**src/scf_pkg.sv**
```systemverilog
/*
  package for the sinc3 decimation filter: widths, counts, timing figures.
  assumes a single system clock REF_CLK at 25 MHz; the modulator bit clock
  and bit stream arrive as asynchronous pins sampled by that clock.
*/
// Overview of operation
// - the output follows a third-order sinc, the cube of a running sum over decimation_rate bits.
// - the integrator chain advances once per modulator bit, each stage adding its predecessor.
// - a high input bit counts as 1 and a low bit as 0 into the first integrator.
// - integrators update on the falling bit-clock edge and clear to zero under reset.
// - capturing on the rising bit-clock edge instead is a selectable option.
// - an 8-bit decimation counter steps on each rising bit-clock edge and clears under reset.
// - the word strobe is the counter's top bit, giving one word per 256 bits.
// - each rising word strobe loads the 16-bit output register.
// - the output carries bits 23 down to 8 of the final comb result.
// - each integrator holds its own previous value plus the preceding stage's value.
package scf_pkg;
  localparam int ACC_W      = 24;          // integrator and comb width
  localparam int OUT_W      = 16;          // output word width
  localparam int CNT_W      = 8;           // decimation counter width
  localparam int OUT_LSB    = 8;           // lowest result bit kept
  localparam int FIFO_DEPTH = 16;          // output word buffer depth
  localparam int SYNC_W     = 2;           // synchroniser stages
  localparam logic [CNT_W-1:0] CNT_RST = 8'h00;
  localparam logic [ACC_W-1:0] ACC_RST = 24'h00_0000;
  localparam logic [OUT_W-1:0] OUT_RST = 16'h0000;
  localparam int REF_CLK_NS = 40;          // system clock period
  localparam int BIT_CLK_NS = 320;         // nominal bit clock period
endpackage

```
**src/scf_fifo.sv**
```systemverilog
/*
  scf_fifo: flip-flop FIFO with valid/ready on both sides.
  assumes one clock and an asynchronous active-low reset.
*/
`timescale 1ns/1ps
module scf_fifo #(
  parameter int WIDTH = 16,
  parameter int DEPTH = 16
) (
  input  wire logic             clk,      // system clock
  input  wire logic             arst_n,   // async reset, active low
  input  wire logic             in_valid, // write request
  output logic                  in_ready, // space available
  input  wire logic [WIDTH-1:0] in_data,  // write data
  output logic                  out_valid,// word available
  input  wire logic             out_ready,// reader takes word
  output logic      [WIDTH-1:0] out_data  // head word
);
  localparam int AW = $clog2(DEPTH);
  logic [WIDTH-1:0] mem_reg [DEPTH];
  logic [WIDTH-1:0] mem_next [DEPTH];
  logic [AW-1:0]    wr_reg, wr_next, rd_reg, rd_next;
  logic [AW:0]      cnt_reg, cnt_next;
  logic             push, pop;

  // handshake terms
  assign in_ready  = (cnt_reg != AW'(0) + (AW+1)'(DEPTH)) ? 1'b1 : 1'b0;
  assign out_valid = (cnt_reg != '0);
  assign out_data  = mem_reg[rd_reg];
  assign push      = in_valid & in_ready;
  assign pop       = out_valid & out_ready;

  // next pointers, count and storage
  always_comb begin
    wr_next  = wr_reg;
    rd_next  = rd_reg;
    cnt_next = cnt_reg;
    mem_next = mem_reg;
    if (push) begin
      mem_next[wr_reg] = in_data;
      wr_next = wr_reg + AW'(1);
    end
    if (pop) begin
      rd_next = rd_reg + AW'(1);
    end
    case ({push, pop})
      2'b10:   cnt_next = cnt_reg + (AW+1)'(1);
      2'b01:   cnt_next = cnt_reg - (AW+1)'(1);
      default: cnt_next = cnt_reg;
    endcase
  end

  // pointer and count registers
  always_ff @(posedge clk or negedge arst_n) begin
    if (!arst_n) begin
      wr_reg  <= '0;
      rd_reg  <= '0;
      cnt_reg <= '0;
    end else begin
      wr_reg  <= wr_next;
      rd_reg  <= rd_next;
      cnt_reg <= cnt_next;
    end
  end

  // storage registers, one per entry
  for (genvar i = 0; i < DEPTH; i++) begin : g_mem
    always_ff @(posedge clk or negedge arst_n) begin
      if (!arst_n) begin
        mem_reg[i] <= '0;
      end else begin
        mem_reg[i] <= mem_next[i];
      end
    end
  end
endmodule

```
**src/scf_filter.sv**
```systemverilog
/*
  scf_filter: sinc3 decimation filter for a single-bit modulator stream.
  assumes the modulator bit clock is at most REF_CLK/4 so that both of its
  edges are seen after a two-stage synchroniser; the bit stream is settled
  around the chosen capture edge.
*/
`timescale 1ns/1ps
module scf_filter (
  input  wire logic        REF_CLK,              // 25 MHz system clock
  input  wire logic        ARST_N,               // async reset, active low
  input  wire logic        MODULATOR_BIT_CLOCK,  // modulator bit clock pin
  input  wire logic        MODULATOR_BIT_STREAM, // modulator data pin
  input  wire logic        CAPTURE_ON_RISE,      // 1: integrate on rising edge
  output logic      [15:0] WORD_DATA,            // filtered output word
  output logic             WORD_VALID,           // fifo holds a word
  input  wire logic        WORD_READY,           // reader accepts word
  output logic             WORD_OVERRUN          // word dropped, fifo full
);
  localparam int AW = scf_pkg::ACC_W;
  localparam int CW = scf_pkg::CNT_W;
  localparam int OW = scf_pkg::OUT_W;

  logic [scf_pkg::SYNC_W-1:0] clk_sync_reg, clk_sync_next;
  logic [scf_pkg::SYNC_W-1:0] dat_sync_reg, dat_sync_next;
  logic [scf_pkg::SYNC_W-1:0] cap_sync_reg, cap_sync_next;
  logic                       clk_prev_reg, clk_prev_next;
  logic                       filter_bit_clock_in;
  logic                       filter_bit_in;
  logic                       rise, fall, int_step;
  logic [AW-1:0]              input_sample_value;
  logic [AW-1:0]              first_integrator_reg, first_integrator_next;
  logic [AW-1:0]              second_integrator_reg, second_integrator_next;
  logic [AW-1:0]              third_integrator_reg, third_integrator_next;
  logic [CW-1:0]              word_count_reg, word_count_next;
  logic                       strobe_prev_reg, strobe_prev_next;
  logic                       word_strobe, word_rise;
  logic [AW-1:0]              comb1_d_reg, comb1_d_next;
  logic [AW-1:0]              comb2_d_reg, comb2_d_next;
  logic [AW-1:0]              comb3_d_reg, comb3_d_next;
  logic [AW-1:0]              comb1, comb2, final_comb_result;
  logic [OW-1:0]              out_reg, out_next;
  logic                       load_reg, load_next;
  logic                       ovr_reg, ovr_next;
  logic                       fifo_in_ready;

  // two-flop synchronisers; only the last stage is read
  always_comb begin
    clk_sync_next = {clk_sync_reg[0], MODULATOR_BIT_CLOCK};
    dat_sync_next = {dat_sync_reg[0], MODULATOR_BIT_STREAM};
    cap_sync_next = {cap_sync_reg[0], CAPTURE_ON_RISE}; // edge-select pin
    clk_prev_next = clk_sync_reg[1];
  end

  always_ff @(posedge REF_CLK or negedge ARST_N) begin
    if (!ARST_N) begin
      clk_sync_reg <= '0;
      dat_sync_reg <= '0;
      cap_sync_reg <= '0;
      clk_prev_reg <= 1'b0;
    end else begin
      clk_sync_reg <= clk_sync_next;
      dat_sync_reg <= dat_sync_next;
      cap_sync_reg <= cap_sync_next;
      clk_prev_reg <= clk_prev_next;
    end
  end

  // bit-clock edge detection on the synchronised level
  assign filter_bit_clock_in = clk_sync_reg[1];
  assign filter_bit_in       = dat_sync_reg[1];
  assign rise = filter_bit_clock_in & ~clk_prev_reg;
  assign fall = ~filter_bit_clock_in & clk_prev_reg;
  assign int_step = cap_sync_reg[1] ? rise : fall;

  // input sample: one for a high bit, zero for a low bit
  assign input_sample_value = filter_bit_in ? AW'(1) : AW'(0);

  // integrator chain, one step per modulator bit, wrapping at 24 bits
  always_comb begin
    first_integrator_next  = first_integrator_reg;
    second_integrator_next = second_integrator_reg;
    third_integrator_next  = third_integrator_reg;
    if (int_step) begin
      first_integrator_next  = first_integrator_reg + input_sample_value;
      second_integrator_next = second_integrator_reg + first_integrator_reg;
      third_integrator_next  = third_integrator_reg + second_integrator_reg;
    end
  end

  always_ff @(posedge REF_CLK or negedge ARST_N) begin
    if (!ARST_N) begin
      first_integrator_reg  <= scf_pkg::ACC_RST;
      second_integrator_reg <= scf_pkg::ACC_RST;
      third_integrator_reg  <= scf_pkg::ACC_RST;
    end else begin
      first_integrator_reg  <= first_integrator_next;
      second_integrator_reg <= second_integrator_next;
      third_integrator_reg  <= third_integrator_next;
    end
  end

  // decimation counter on rising bit-clock edges; strobe is its top bit
  always_comb begin
    word_count_next  = rise ? word_count_reg + CW'(1) : word_count_reg;
    strobe_prev_next = word_strobe;
  end
  assign word_strobe = word_count_reg[CW-1];
  assign word_rise   = word_strobe & ~strobe_prev_reg;

  always_ff @(posedge REF_CLK or negedge ARST_N) begin
    if (!ARST_N) begin
      word_count_reg  <= scf_pkg::CNT_RST;
      strobe_prev_reg <= 1'b0;
    end else begin
      word_count_reg  <= word_count_next;
      strobe_prev_reg <= strobe_prev_next;
    end
  end

  // three comb stages evaluated at each word strobe rise
  assign comb1             = third_integrator_reg - comb1_d_reg;
  assign comb2             = comb1 - comb2_d_reg;
  assign final_comb_result = comb2 - comb3_d_reg;

  always_comb begin
    comb1_d_next = comb1_d_reg;
    comb2_d_next = comb2_d_reg;
    comb3_d_next = comb3_d_reg;
    out_next     = out_reg;
    load_next    = 1'b0;
    ovr_next     = ovr_reg;
    if (word_rise) begin
      comb1_d_next = third_integrator_reg;
      comb2_d_next = comb1;
      comb3_d_next = comb2;
      out_next     = final_comb_result[AW-1:scf_pkg::OUT_LSB];
      load_next    = 1'b1;
    end
    if (load_reg && !fifo_in_ready) begin
      ovr_next = 1'b1;
    end else if (load_reg) begin
      ovr_next = 1'b0;
    end
  end

  always_ff @(posedge REF_CLK or negedge ARST_N) begin
    if (!ARST_N) begin
      comb1_d_reg <= scf_pkg::ACC_RST;
      comb2_d_reg <= scf_pkg::ACC_RST;
      comb3_d_reg <= scf_pkg::ACC_RST;
      out_reg     <= scf_pkg::OUT_RST;
      load_reg    <= 1'b0;
      ovr_reg     <= 1'b0;
    end else begin
      comb1_d_reg <= comb1_d_next;
      comb2_d_reg <= comb2_d_next;
      comb3_d_reg <= comb3_d_next;
      out_reg     <= out_next;
      load_reg    <= load_next;
      ovr_reg     <= ovr_next;
    end
  end

  assign WORD_OVERRUN = ovr_reg;

  // output words wait in a 16-word buffer for the reader
  scf_fifo #(
    .WIDTH (OW),
    .DEPTH (scf_pkg::FIFO_DEPTH)
  ) u_fifo (
    .clk       (REF_CLK),
    .arst_n    (ARST_N),
    .in_valid  (load_reg),
    .in_ready  (fifo_in_ready),
    .in_data   (out_reg),
    .out_valid (WORD_VALID),
    .out_ready (WORD_READY),
    .out_data  (WORD_DATA)
  );
endmodule

```
**config.mk**
```make
export PLATFORM = sky130hd
export DESIGN_NAME = scf_filter
export DESIGN_NICKNAME = d
export VERILOG_FILES = /design/src/scf_pkg.sv /design/src/scf_fifo.sv /design/src/scf_filter.sv
export SDC_FILE = /design/constraint.sdc
export NUM_CORES = 1
export LEC_CHECK = 0
export ABC_AREA = 1
export BUFFER_PORTS_ARGS = -buffer_cell sky130_fd_sc_hd__buf_2
export CORE_ASPECT_RATIO = 0.75
export CORE_MARGIN = 1
export CORE_UTILIZATION = 58
export DETAILED_ROUTE_END_ITERATION = 8
export PLACE_DENSITY = 0.76
export SKIP_CTS_REPAIR_TIMING = 1
export SKIP_LAST_GASP = 1
export SLEW_MARGIN = 40
export SYNTH_ARGS = -nofsm -noshare
export SYNTH_HDL_FRONTEND = slang
export SYNTH_SLANG_ARGS = --single-unit
```
**constraint.sdc**
```tcl
create_clock -name REF_CLK -period 5.6 [get_ports REF_CLK]
set_input_delay 0.84 -clock REF_CLK [delete_from_list [all_inputs] [get_ports REF_CLK]]
set_output_delay 0.84 -clock REF_CLK [all_outputs]
set_load 0.01 [all_outputs]
```
# Word level (Yosys, flattened, before mapping)
# Index checks and enable logic that the tools add are counted.
# classes
eq_ne	3
n_reduce_logical	6
muxes	13
n_addsub	11
order_cmp	3
bitwise_logic	10
# ops
op	count
$bwmux 256	1
$sub 24x24->24	3
$bmux 16 s4	1
$demux 16 s4	1
$add 24x24->24	2
$mux 16	3
$add 24x1->24	1
$ge 5x5->1 const B	2
$not 4->5	2
$pmux 5 s2	1
$add 4x1->4 const B	2
$add 8x1->8 const B	1
$mux 1	6
$add 5x1->5 const B	1
$and 1x1->1	5
$lt 5x1->1 const B	1
$ne 5x5->1 const B	1
$reduce_bool 5->1	1
$sub 5x1->5 const B	1
$reduce_bool 2->1	2
$not 1->1	3
$eq 2x1->1 const B	1
$eq 2x2->1 const B	1
$logic_and 1x1->1	2
$logic_not 1->1	1
# totals
output_inout_bits	18
regBits	447
input_bits	6

# Logic depth before layout (Yosys ltp)
# Gate-level depths: netlist of run 1.
# logic_depth
depth_word	6
ltp_mapped	31

# Cells and area by module
# From an unflattened synthesis of run 1, not the netlist that was laid out.
# hier_totals
hier_cells	3681
area_unflattened_um2	27462.6
# by_module_without_submodules
module	seq_area_each_um2	area_per_inst_um2	n_inst	cells_per_inst
scf_fifo	6731.5	14816.7	1	2024
scf_filter	4454.3	12645.9	1	1657

# Worst setup path after synthesis of run 1
# Ideal clock, no wire load.
# synth_timing
path_kind	reg2reg
startpoint	register third_integrator_reg[0]
endpoint	register out_reg[13]
setup_ns	0.133
period_less_slack_ns	4.530
arrival_ns	4.397
stages_incl_launch_ff	28
path_buffers	0
slack_ns	1.070
required_ns	5.467
path_cell_list	dfrtp_1 > inv_1 > ha_1 > inv_1 > fa_1 > a21oi_1 > o21bai_1 > a21oi_1 > xnor2_1 > ha_1 > nand2_1 > nor2_1 > o21ai_0 > nand3_1 > a31oi_1 > o21bai_1 > a21oi_1 > nand2_1 > and2_1 > ha_1 > a21oi_1 > o21ai_0 > a21oi_1 > nand3_1 > a31o_2 > or2_2 > nand3_1 > o21ai_0
# synth_via
elab_chain_cells	3
# synth_lines
item	line	rtl
start: declaration	scf_filter.sv:33	logic [AW-1:0] third_integrator_reg, third_integrator_next;
start signal: assignment	scf_filter.sv:94	third_integrator_reg <= scf_pkg::ACC_RST;
start signal: assignment	scf_filter.sv:98	third_integrator_reg <= third_integrator_next;
$sub 24x24->24	scf_filter.sv:121	assign comb1 = third_integrator_reg - comb1_d_reg;
named net comb1[10]	scf_filter.sv:40	logic [AW-1:0] comb1, comb2, final_comb_result;
$sub 24x24->24	scf_filter.sv:122	assign comb2 = comb1 - comb2_d_reg;
named net comb2[18]	scf_filter.sv:40	
$sub 24x24->24	scf_filter.sv:123	assign final_comb_result = comb2 - comb3_d_reg;
end signal: assignment	scf_filter.sv:151	out_reg <= scf_pkg::OUT_RST;
end signal: assignment	scf_filter.sv:158	out_reg <= out_next;
end: declaration	scf_filter.sv:41	logic [OW-1:0] out_reg, out_next;
# The timed path passes the listed nets, and every way through them passes these cells.
# A chain may end at the register's enable or synchronous reset.

# Worst setup path after layout of run 1
# layout_timing
startpoint	register third_integrator_reg[3]
endpoint	register out_reg[13]
# Same word-level chain as after synthesis.

==> results of run 1 <==
[worst max path at each step]
stage                            startpoint          end  slack (ns)  cells after the start
floorplan           third_integrator_reg[0]  out_reg[13]        1.07                     27
global placement    third_integrator_reg[0]  out_reg[13]        0.46                     27
detailed placement  third_integrator_reg[3]  out_reg[13]        0.24                     26
CTS                 third_integrator_reg[3]  out_reg[13]        0.23                     26
global route        third_integrator_reg[2]  out_reg[13]        0.02                     26
finish              third_integrator_reg[3]  out_reg[13]        0.44                     26
[routing by layer]
layer / vias to the layer above / global-route usage (%) / share of wire, %
met1: 10200 / 46.6 / 47
met3: 100 / 7.12 / 9.6
li1: 10000 / - / -
met4: 0 / 7.34 / 1.8
met5: - / 0 / 0
met2: 801 / 44.1 / 42
[kinds of logic (layout without fill, tap and decap cells)]
kind of cell,after synthesis,in the layout,share of synthesized area (%)
AO/OA/AOI/OAI,783,783,17.9
adder cells (fa/ha/maj),131,131,6.79
XOR/XNOR,106,106,3.82
buffers and inverters,381,379,5.87
multiplexers,46,46,1.87
AND/OR/NAND/NOR,1101,1101,18.5
flip-flops,447,447,45.3
[placed cells by master, fill, tap and decap left out, types with 6 or more instances in the layout]
cell,Yosys,final
sky130_fd_sc_hd__a211oi_1,9,9
sky130_fd_sc_hd__o32ai_1,19,19
sky130_fd_sc_hd__nand4_1,34,34
sky130_fd_sc_hd__dfrtp_1,447,444
sky130_fd_sc_hd__o221ai_1,46,46
sky130_fd_sc_hd__mux2i_1,45,45
sky130_fd_sc_hd__buf_4,0,24
sky130_fd_sc_hd__nor4_1,10,9
sky130_fd_sc_hd__nor3_1,22,22
sky130_fd_sc_hd__nand2_1,680,680
sky130_fd_sc_hd__nand3_1,107,106
sky130_fd_sc_hd__o211ai_1,24,24
sky130_fd_sc_hd__a31oi_1,27,26
sky130_fd_sc_hd__clkbuf_1,114,8
sky130_fd_sc_hd__clkbuf_16,0,46
sky130_fd_sc_hd__and2_1,6,6
sky130_fd_sc_hd__inv_1,235,233
sky130_fd_sc_hd__a21oi_1,116,111
sky130_fd_sc_hd__o21ai_0,489,487
sky130_fd_sc_hd__nor2_1,210,209
sky130_fd_sc_hd__xnor2_1,43,43
sky130_fd_sc_hd__clkinv_2,0,8
sky130_fd_sc_hd__a21o_1,16,16
sky130_fd_sc_hd__ha_1,126,126
sky130_fd_sc_hd__xor2_1,61,61
sky130_fd_sc_hd__clkbuf_8,0,11
sky130_fd_sc_hd__o21bai_1,16,15
sky130_fd_sc_hd__or2_2,13,13
sky130_fd_sc_hd__buf_2,16,22
[cell type report]
type	count	share of cell area [%]
clock buffers	65	4.95
clock inverters	20	0.785
repair buffers	56	1.75
flip-flops and latches	447	41.6
inverters	238	3.32
well taps	569	2.64
multi-input cells	2167	45.0
[power groups by stage]
stage	Combinational [mW]	Sequential (mW)	Clock [mW]
6_report	11.4	3.72	3.12
5_1_grt	12.7	3.75	3.30
4_1_cts	11.1	3.72	3.17
3_5_place_dp	11.0	3.77	0
3_3_place_gp	10.7	3.87	0
2_1_floorplan	8.44	3.59	0
[per-stage QoR]
step           instances  power, mW  cell area, um^2  util, %
2_1_floorplan       2995       12.0            24700        -
3_3_place_gp        3472       14.6            25200     60.0
3_5_place_dp        3475       14.8            25300     60.1
4_1_cts             3560       18.0            26800     63.8
5_1_grt             3562       19.8            26900     64.1
6_report            3562       18.2            26900     64.1
==> summary by stage, run 1 <==
Logic synthesis
The synthesized design contains between 400 and 500 register bits. The netlist area before placement is 24700 um^2. The dominant synthesized flop cell is sky130_fd_sc_hd__dfrtp_1. The count of yosys warnings during synthesis is 0. The synthesized design spends more area on one cell type than any other, namely sky130_fd_sc_hd__dfrtp_1. The synthesized instance count is between 2000 and 3000. The share of synthesized area in the top cell type comes to 45.3%. The number of flops mapped to enable cells by yosys is 0. The commonest cells after synthesis are 680 x sky130_fd_sc_hd__nand2_1, 489 x sky130_fd_sc_hd__o21ai_0, 447 x sky130_fd_sc_hd__dfrtp_1. The sequential cell area fraction in the yosys report is a little under half. For this run, asynchronously set or reset flops after synthesis account for 100%. In the post-synthesis netlist, the cell with the most instances is sky130_fd_sc_hd__nand2_1. Yosys mapped the design onto 49 distinct sky130hd cell types. The average instance in the mapped netlist occupies slightly above 8 um^2. The number of nets in the synthesized netlist is about 3100.

By area the synthesized netlist is led by sky130_fd_sc_hd__dfrtp_1 45%, sky130_fd_sc_hd__nand2_1 10%, sky130_fd_sc_hd__o21ai_0 9.9%.

Die
The die area is about 43000 um^2. From bottom edge to top edge, the die measures roughly 180 um. The starting density of the core is ~60%. The number of primary I/O pins is 24. The number of placement rows is 65. The floorplan die width is 240 um. In this run the standard cell core region covers 42000 um^2.

Power and ir drop
The maximum vdd ir drop is a little over 0.0009 V. The clock share of power is between 10% and 20%. The power per unit of standard cell area is 677 nW/um^2.

Of the total power, the share spent switching nets is about 50%. The net switching component of the power is 8.92 mW. The static power due to leakage is between 10 and 15 nW. The internal power of the cells totals 9.31 mW. The combinational cell fraction of total power is 62.5%. The sequential share of power is 20.4%.

Layout
In the final layout, the share of cells above drive strength 1 is between 6 and 7%. The register with the most flip-flops in the layout has between 200 and 300 of them. The area growth from synthesis to layout is 9.04%.

The multi-input combinational cells in the finished layout cover a total of between 10000 and 15000 um^2. The number of inserted diodes is 0. In the final layout, flip-flops and latches occupy between 10000 and 15000 um^2. In the final design database the tool counted around 3100 nets. Counting the fill cells in the layout gives approximately 3500.

Timing
The number of max-slew violations in the final report is 0. The worst clock skew is ~0.027 ns. For the pin with the worst max-slew slack, the measured transition is 0.887 ns. The post-route worst hold slack is 0.119 ns. Derived from the worst setup path, the maximum achievable clock frequency is around 0.19 GHz. The final clock period utilization by the worst path is 92.2%.

The worst path meets setup with ~0.44 ns of slack. Setup violations remaining at the end of the flow were counted as 0. The minimum period implied by the final worst setup slack is about 5.2 ns. Setup repair after global routing left no endpoint under its margin.

The final-layout setup total negative slack is 0 ns. In this run the tightest slew margin relative to its limit is approximately two fifths. The hold violation total from the final report is 0.

Clock tree
The H-tree depth is 2. The tree is rooted in a sky130_fd_sc_hd__clkbuf_16. Counting the buffers created by CTS gives 46.

The clock transition at the register clock pins on the worst setup and hold paths after CTS is 0.07 ns. The maximum root-to-sink buffer count is 3. TritonCTS built the clock tree. The number of clock sinks is approximately 450. The worst-skew pair later-pin latency is about 0.58 ns.

Route
The via count is roughly 21000. The wire length after detailed routing is 65.1 mm. The residual antenna-violating net count after detailed routing is 0.

The routed wirelength normalized by instance count is around 18 um. Before antenna repair, the detailed router went through 6 iterations. The detailed-route DRC error count is 0. In this run, the number of DRC markers left after iteration 0 of detailed routing was about 2200.

The detail-routed via count per cell is between 5 and 6.

Setup path
For the worst setup path, the data arrival time is ~5.6 ns. The launch point of the worst reg-to-reg path is third_integrator_reg[3]. The slowest stage of the critical path is the sky130_fd_sc_hd__dfrtp_1 cell. By startpoint and endpoint, the worst setup path is classified as reg2reg. The kind of end point of the critical path is a flop. Along the worst path, the maximum fanout reaches 6. The combined buffer and inverter count along the critical path is 0. The kind of cell with the highest combined delay along the critical path is compound AO/OA/AOI/OAI gates. The worst endpoint required time is between 6 and 7 ns.

The worst register-to-register path ends at out_reg[13]. The most common cell type on the critical path is sky130_fd_sc_hd__a21oi_1. The cell depth of the worst flop-to-flop path is 26. The slack of the worst reg-to-reg path is approximately 0.44 ns.

The critical path startpoint category is a flop. The worst stage delay on the critical path is ~0.42 ns.

GRT
The number of antenna violations at the first check in global routing is 0. The first-pass GRT wire length is around 110 mm. The number of global-route vias before repair was 20100. Entering global routing, the biggest net connects 124 pins. The remaining global-route overflow is 0. Across every metal layer, demand over resource in global routing totals between 30% and 40%.

Placement
The HPWL after detailed placement is approximately 44 mm. The congestion estimate from routability-driven global placement came to about 0.91. At the placement stage, the worst setup path has a slack of between 0.2 and 0.25 ns. The count of buffers inserted at the top-level ports is 23.

Run
Max-cap violations in this run came to 0.

Hold path
The path class of the lowest-slack min-delay path is in2async.

Run status
The flow ran to the end, and the final reports show no timing, DRC or antenna violations.
(Power assumes the default switching activity.)
==> run 2, diff against run 1 <==
--- a/config.mk
+++ b/config.mk
@@ -9,9 +9,8 @@
 export BUFFER_PORTS_ARGS = -buffer_cell sky130_fd_sc_hd__buf_2
 export CORE_ASPECT_RATIO = 0.75
 export CORE_MARGIN = 1
-export CORE_UTILIZATION = 58
+export CORE_UTILIZATION = 45
 export DETAILED_ROUTE_END_ITERATION = 8
-export PLACE_DENSITY = 0.76
 export SKIP_CTS_REPAIR_TIMING = 1
 export SKIP_LAST_GASP = 1
 export SLEW_MARGIN = 40
==> summary by stage, run 2 (synthesized netlist as in run 1, its figures left out) <==
Layout
The number of inserted diodes is 0 (unchanged). The post-route cell area is 27200 um^2 (was 26900 um^2). The area growth from synthesis to layout is 10.1% (was 9.04%). The number of flip-flops under the largest register name was 256 (unchanged).

The utilization of the core after routing came to 50.7% (was 64.1%). The final non-filler cell total is 3709 (was 3562). Top library cells by usage in the layout, fill and taps aside: 680 x sky130_fd_sc_hd__nand2_1, 488 x sky130_fd_sc_hd__o21ai_0, 444 x sky130_fd_sc_hd__dfrtp_1, 232 x sky130_fd_sc_hd__inv_1, 209 x sky130_fd_sc_hd__nor2_1 (was 680 x sky130_fd_sc_hd__nand2_1, 487 x sky130_fd_sc_hd__o21ai_0, 444 x sky130_fd_sc_hd__dfrtp_1, 233 x sky130_fd_sc_hd__inv_1, 209 x sky130_fd_sc_hd__nor2_1). The share of post-route cells with drive strength above 1 is 6.14% (was 6.15%). The most common cell after layout, fill and taps aside is sky130_fd_sc_hd__nand2_1 (unchanged). The final layout net count is 3098 (was 3093). The final-layout fill cell count came to 5043 (was 3518).

Die
The number of primary I/O pins is 24 (unchanged). The placeable core region is 53600 um^2 (was 42000 um^2). The starting density of the core is 46.1% (was 58.7%). The number of placement rows is 73 (was 65). The floorplan die width is 273 um (was 240 um). The die area is 55800 um^2 (was 43400 um^2). The die boundary height came to 205 um (was 181 um).

Clock tree
The root buffer selected by CTS is sky130_fd_sc_hd__clkbuf_16 (unchanged). The maximum root-to-sink buffer count is 3 (unchanged). The worst-skew pair later-pin latency was 0.61 ns (was 0.58 ns). The CTS tree is built (unchanged). The CTS buffer count came to 48 (was 46). The number of clock sinks is 447 (unchanged). The H-tree depth is 2 (unchanged). The clock transition at the register clock pins on the worst setup and hold paths after CTS was 0.06 ns (was 0.07 ns).

GRT
The remaining global-route overflow is 0 (unchanged). The number of antenna violations at the first check in global routing is 0 (unchanged). The first-pass GRT wire length is 110 mm (was 106 mm). The number of global-route vias before repair is 19500 (was 20100).

The pin count of the biggest net entering global routing is 141 (was 124). The total track usage is 25.0% (was 30.7%).

Power and ir drop
The sum of internal, switching and leakage power is 18.6 mW (was 18.2 mW). The static power due to leakage is 12.5 nW (was 12.4 nW). The internal power contribution is 9.42 mW (was 9.31 mW). The net switching component of the power is 9.14 mW (was 8.92 mW).

The clock share of power is 17.6% (was 17.1%). The sequential share of power is 19.8% (was 20.4%). The maximum vdd ir drop came to 0.000929 V (was 0.000935 V). The switching share of power was 49.2% (was 48.9%).

The combinational cell fraction of total power came to 62.5% (about the same). The power per unit of standard cell area is 683 nW/um^2 (was 677 nW/um^2).

Setup path
The maximum fanout count along the critical path is 6 (unchanged). The slack of the worst reg-to-reg path came to 0.35 ns (was 0.44 ns). The cell depth of the worst flop-to-flop path is 28 (was 26). The launch point of the worst reg-to-reg path is third_integrator_reg[3] (unchanged). The origin of the worst setup path is third_integrator_reg[3] (unchanged). The worst stage delay on the critical path was 0.42 ns (about the same).

The cell at the slowest stage of the critical path is sky130_fd_sc_hd__dfrtp_1 (unchanged). The data arrival time of the worst path was 5.72 ns (was 5.59 ns). The end of the worst register-to-register path is out_reg[13] (unchanged). The kind of end point of the critical path is a flop (unchanged). The critical path startpoint category is a flop (unchanged). The classification of the worst setup path is reg2reg (unchanged).

The worst endpoint required time is 6.07 ns (was 6.03 ns). The most common cell type on the critical path is sky130_fd_sc_hd__nand3_1 (was sky130_fd_sc_hd__a21oi_1). The capture point of the critical path is out_reg[13] (unchanged).

Route
The wire length after detailed routing came to 68.5 mm (was 65.1 mm). The residual antenna-violating net count after detailed routing is 0 (unchanged). The number of DRC markers in iteration 0 is 2074 (was 2209). The via count was 20700 (was 21100). The routed wirelength normalized by instance count is 18.5 um (was 18.3 um). The number of search-and-repair iterations in the first detailed-routing pass is 8 (was 6). The detailed-route DRC error count was 0 (unchanged). The detail-routed via count per cell came to 5.57 (was 5.92).

Timing
The slew at the pin closest to its max-slew limit is 0.879 ns (was 0.887 ns). The final clock period utilization by the worst path was 93.7% (was 92.2%). The hold violation total from the final report was 0 (unchanged).

The number of max-slew violations in the final report is 0 (unchanged). The maximum frequency from static timing analysis is 0.191 GHz (was 0.194 GHz). The worst clock skew is 0.0389 ns (was 0.0268 ns). The minimum period implied by the final worst setup slack is 5.25 ns (was 5.16 ns). The final-layout setup total negative slack is 0 ns (unchanged). The final worst slack is 0.352 ns (was 0.438 ns).

The total setup violations reported at the end of the flow is 0 (unchanged). The post-route worst hold slack is 0.132 ns (was 0.119 ns). Setup repair after global routing missed its margin: true (was false). The remaining max-slew budget at the tightest pin came to 40.9% (was 40.4%).

Placement
The weighted congestion at the end of routability-driven global placement is 0.916 (was 0.914). The placed instance count is 3622 (was 3475). The pre-CTS setup slack is 0.334 ns (was 0.245 ns). The post-DP HPWL came to 45.9 mm (was 43.5 mm).

The count of buffers inserted at the top-level ports is 23 (unchanged). The area after detailed placement came to 25500 um^2 (was 25300 um^2).

Hold path
The path class of the lowest-slack min-delay path is in2async (unchanged).

Run
The total of max-cap violations is 0 (unchanged).

Run status
Run status: finished, final reports clean (unchanged).
-- run 2: changes by cell type in the layout (fill, tap and decap cells not counted), sizes merged --
cell,previous run,this run
clkbuf,65,71
clkinvlp,5,1
buf,56,59
inv,238,235
clkinv,13,15
-- run 2: worst max-delay path: cells and delay by family (launching register included) --
| kind | cells | cell delay [ns] |
|---|---|---|
| AO/OA/AOI/OAI | 11 | 1.86 |
| XOR/XNOR | 1 | 0.12 |
| adder cells (fa/ha/maj) | 3 | 1.10 |
| buffers and inverters | 1 | 0.07 |
| flip-flops | 1 | 0.42 |
| AND/OR/NAND/NOR | 12 | 1.54 |
-- run 2: cell type report --
class | count | area (um^2) | area share (%)
Tap cell | 712 | 891 | 3.28
Timing Repair Buffer | 59 | 477 | 1.75
Sequential cell | 447 | 11200 | 41.2
Clock inverter | 15 | 179 | 0.658
Clock buffer | 71 | 1450 | 5.33
Multi-Input combinational cell | 2167 | 12100 | 44.5
Inverter | 238 | 896 | 3.30
-- run 2: metal layers --
layer	up-vias	wire [um]	share of wire, %	global-route usage, %
li1	10100	-	-	-
met1	9903	34200	50	38.5
met2	624	27400	40	34.9
met3	81	5770	8.4	6.06
met4	0	1140	1.7	5.82
met5	-	0	0	0
-- run 2: worst min-delay path by stage --
stage                               endpoint  slack [ns]  cells past startpoint
finish                       clk_sync_reg[0]        0.13                      1
global route        first_integrator_reg[12]        0.14                      1
CTS                          clk_sync_reg[0]        0.11                      1
detailed placement           dat_sync_reg[1]        0.34                      0
global placement             dat_sync_reg[1]        0.33                      0
floorplan                    cap_sync_reg[1]        0.33                      0
-- run 2: power by group through the flow --
| stage | Clock (mW) | Combinational (mW) | Sequential, mW |
|---|---|---|---|
| 2_1_floorplan | 0 | 8.44 | 3.59 |
| 3_3_place_gp | 0 | 11.2 | 3.78 |
| 3_5_place_dp | 0 | 11.3 | 3.73 |
| 4_1_cts | 3.36 | 11.4 | 3.68 |
| 5_1_grt | 3.48 | 13.1 | 3.71 |
| 6_report | 3.27 | 11.6 | 3.68 |
==> run 3, diff against run 2 <==
==> constraint.sdc (replaced) <==
create_clock -name REF_CLK -period 6.6 [get_ports REF_CLK]
set_input_delay 0.99 -clock REF_CLK [delete_from_list [all_inputs] [get_ports REF_CLK]]
set_output_delay 0.99 -clock REF_CLK [all_outputs]
set_load 0.01 [all_outputs]
==> summary by stage, run 3 (synthesized netlist as in run 1, its figures left out) <==
Run status
Run status: finished, final reports clean (unchanged).

Timing
The total setup violations reported at the end of the flow is 0 (unchanged). The post-route worst hold slack was 0.297 ns (was 0.132 ns). The final-layout setup total negative slack came to 0 ns (unchanged). The worst clock skew came to 0.0246 ns (was 0.0389 ns). The hold violation total from the final report was 0 (unchanged). The remaining max-slew budget at the tightest pin is 44.4% (was 40.9%). The minimum period implied by the final worst setup slack is 5.50 ns (was 5.25 ns). The final clock period utilization by the worst path is 83.4% (was 93.7%). The slew at the pin closest to its max-slew limit is 0.832 ns (was 0.879 ns).

Setup repair after global routing missed its margin: false (was true). The number of max-slew violations in the final report is 0 (unchanged). The maximum frequency from static timing analysis is 0.182 GHz (was 0.191 GHz).

Route
The via count is 20500 (was 20700). The detail-routed via count per cell is 5.53 (was 5.57). The residual antenna-violating net count after detailed routing came to 0 (unchanged). The wire length after detailed routing was 66.6 mm (was 68.5 mm). The routed wirelength normalized by instance count is 18.0 um (was 18.5 um). The detailed-route DRC error count came to 0 (unchanged). The number of search-and-repair iterations in the first detailed-routing pass came to 5 (was 8).

The number of DRC markers in iteration 0 is 2131 (was 2074).

GRT
The met3 layer usage reported by global route is 4.98% (was 6.06%). The met1 usage in global routing was 39.4% (was 38.5%). The most used routing layer is met1 (unchanged). The total track usage is 24.5% (was 25.0%). The remaining global-route overflow is 0 (unchanged). The number of antenna violations at the first check in global routing is 0 (unchanged). The number of global-route vias before repair is 19300 (was 19500). The met2 demand-to-capacity share in global routing is 33.1% (was 34.9%). The pin count of the biggest net entering global routing is 142 (was 141). The first-pass GRT wire length is 108 mm (was 110 mm).

Clock tree
The clock transition at the register clock pins on the worst setup and hold paths after CTS is 0.06 ns (about the same). The number of clock sinks came to 447 (unchanged). The CTS tree is built (unchanged). The maximum root-to-sink buffer count was 3 (unchanged). The root buffer selected by CTS is sky130_fd_sc_hd__clkbuf_16 (unchanged).

The H-tree depth is 2 (unchanged). The CTS buffer count came to 47 (was 48). The worst-skew pair later-pin latency is 0.60 ns (was 0.61 ns).

Layout
The share of post-route cells with drive strength above 1 was 5.62% (was 6.14%). The area growth from synthesis to layout is 9.74% (was 10.1%). The final-layout fill cell count was 5078 (was 5043). The most common cell after layout, fill and taps aside is sky130_fd_sc_hd__nand2_1 (unchanged). The number of inserted diodes was 0 (unchanged). The area of the multi-input gates came to 12100 um^2 (about the same). The final non-filler cell total is 3703 (was 3709). The number of flip-flops under the largest register name is 256 (unchanged).

Top library cells by usage in the layout, fill and taps aside: 680 x sky130_fd_sc_hd__nand2_1, 489 x sky130_fd_sc_hd__o21ai_0, 444 x sky130_fd_sc_hd__dfrtp_1, 232 x sky130_fd_sc_hd__inv_1, 209 x sky130_fd_sc_hd__nor2_1 (was 680 x sky130_fd_sc_hd__nand2_1, 488 x sky130_fd_sc_hd__o21ai_0, 444 x sky130_fd_sc_hd__dfrtp_1, 232 x sky130_fd_sc_hd__inv_1, 209 x sky130_fd_sc_hd__nor2_1). The area taken by flip-flops and latches is 11200 um^2 (unchanged). The final layout net count is 3091 (was 3098).

Setup path
The critical path startpoint category is a flop (unchanged). The cell depth of the worst flop-to-flop path is 24 (was 28). The end of the worst register-to-register path is out_reg[14] (was out_reg[13]). The kind of end point of the critical path is a flop (unchanged). The worst endpoint required time is 7.04 ns (was 6.07 ns). The maximum fanout count along the critical path came to 6 (unchanged). The data arrival time of the worst path is 5.94 ns (was 5.72 ns).

The launch point of the worst reg-to-reg path was third_integrator_reg[2] (was third_integrator_reg[3]). The classification of the worst setup path is reg2reg (unchanged). The slack of the worst reg-to-reg path was 1.10 ns (was 0.35 ns).

Die
The number of primary I/O pins is 24 (unchanged). The die area is 55800 um^2 (unchanged). The starting density of the core was 46.1% (unchanged). The die boundary height is 205 um (unchanged).

The number of placement rows is 73 (unchanged). The placeable core region is 53600 um^2 (unchanged). The floorplan die width is 273 um (unchanged).

Run
The total of max-cap violations is 0 (unchanged).

Placement
The weighted congestion at the end of routability-driven global placement is 0.912 (was 0.916). The post-DP HPWL came to 44.3 mm (was 45.9 mm). The placed instance count is 3616 (was 3622). The count of buffers inserted at the top-level ports is 23 (unchanged).

Hold path
The path class of the lowest-slack min-delay path is in2async (unchanged).

Power and ir drop
The maximum vdd ir drop is 0.000601 V (was 0.000929 V). The sum of internal, switching and leakage power was 15.6 mW (was 18.6 mW). The power per unit of standard cell area is 574 nW/um^2 (was 683 nW/um^2).

The static power due to leakage is 12.5 nW (about the same).
[run 3: changes by cell type in the layout (fill, tap and decap cells not counted), moves of 2 or more]
cell	change
sky130_fd_sc_hd__buf_4	-4
sky130_fd_sc_hd__bufinv_16	+3
sky130_fd_sc_hd__clkbuf_1	+7
sky130_fd_sc_hd__a21oi_2	-2
sky130_fd_sc_hd__a21oi_1	+2
sky130_fd_sc_hd__clkinv_2	-2
sky130_fd_sc_hd__clkbuf_8	-5
[run 3: how the worst max path moves through the flow]
stage	endpoint	slack, ns	cells past startpoint	from
after floorplan	out_reg[13]	2.07	27	third_integrator_reg[0]
after global placement	out_reg[14]	1.25	24	third_integrator_reg[2]
after detailed placement	out_reg[14]	1.26	24	third_integrator_reg[2]
after CTS	out_reg[14]	1.21	24	third_integrator_reg[2]
after global routing	out_reg[14]	0.60	24	third_integrator_reg[5]
final	out_reg[14]	1.10	24	third_integrator_reg[2]
[run 3: per-layer routing]
metal  vias up  wire (um)
li1      10000          -
met1      9811      34500
met2       585      26000
met3        76       5190
met4         0        930
met5         -          0
[run 3: area by class of cell]
type | instances | share of cell area [%]
multi-input combinational | 2167 | 44.6
tap | 712 | 3.29
clock inverter | 14 | 0.859
clock buffer | 72 | 5.09
inverter | 238 | 3.30
timing repair buffer | 53 | 1.58
sequential | 447 | 41.3
[run 3: report_power, final]
group | internal [mW] | switching [mW] | leakage [nW]
clock | 1.64 | 1.15 | 0.793
sequential | 2.89 | 0.297 | 6.13
combinational | 3.45 | 6.13 | 5.54
total | 7.99 | 7.58 | 12.5
[run 3: through the flow]
stage / utilization (%) / instance area, um^2 / setup slack, ns
after floorplan: - / 24700 / 2.07
after global placement: 47.4 / 25400 / 1.25
after detailed placement: 47.5 / 25500 / 1.26
after CTS: 50.5 / 27100 / 1.21
after global routing: 50.6 / 27100 / 0.602
final: 50.6 / 27100 / 1.10
[run 3: critical path: stages, from the launching register on]
cell and delay, ns:
sky130_fd_sc_hd__dfrtp_1 0.41, sky130_fd_sc_hd__ha_1 0.39, sky130_fd_sc_hd__nand3_1 0.10, sky130_fd_sc_hd__nand2_1 0.14, sky130_fd_sc_hd__nand2_1 0.07, sky130_fd_sc_hd__nand2_1 0.20, sky130_fd_sc_hd__a21oi_1 0.15, sky130_fd_sc_hd__o21ai_0 0.45
sky130_fd_sc_hd__a21oi_1 0.20, sky130_fd_sc_hd__o21ai_0 0.19, sky130_fd_sc_hd__nand2_1 0.08, sky130_fd_sc_hd__and2_1 0.16, sky130_fd_sc_hd__ha_1 0.34, sky130_fd_sc_hd__nand2_1 0.14, sky130_fd_sc_hd__nor4_1 0.56, sky130_fd_sc_hd__nand2_1 0.10
sky130_fd_sc_hd__o211ai_1 0.37, sky130_fd_sc_hd__xor2_1 0.27, sky130_fd_sc_hd__ha_1 0.34, sky130_fd_sc_hd__nand4_1 0.13, sky130_fd_sc_hd__nor2_1 0.06, sky130_fd_sc_hd__a211oi_1 0.23, sky130_fd_sc_hd__nand3_1 0.11, sky130_fd_sc_hd__nand3_1 0.09
sky130_fd_sc_hd__o21ai_0 0.08
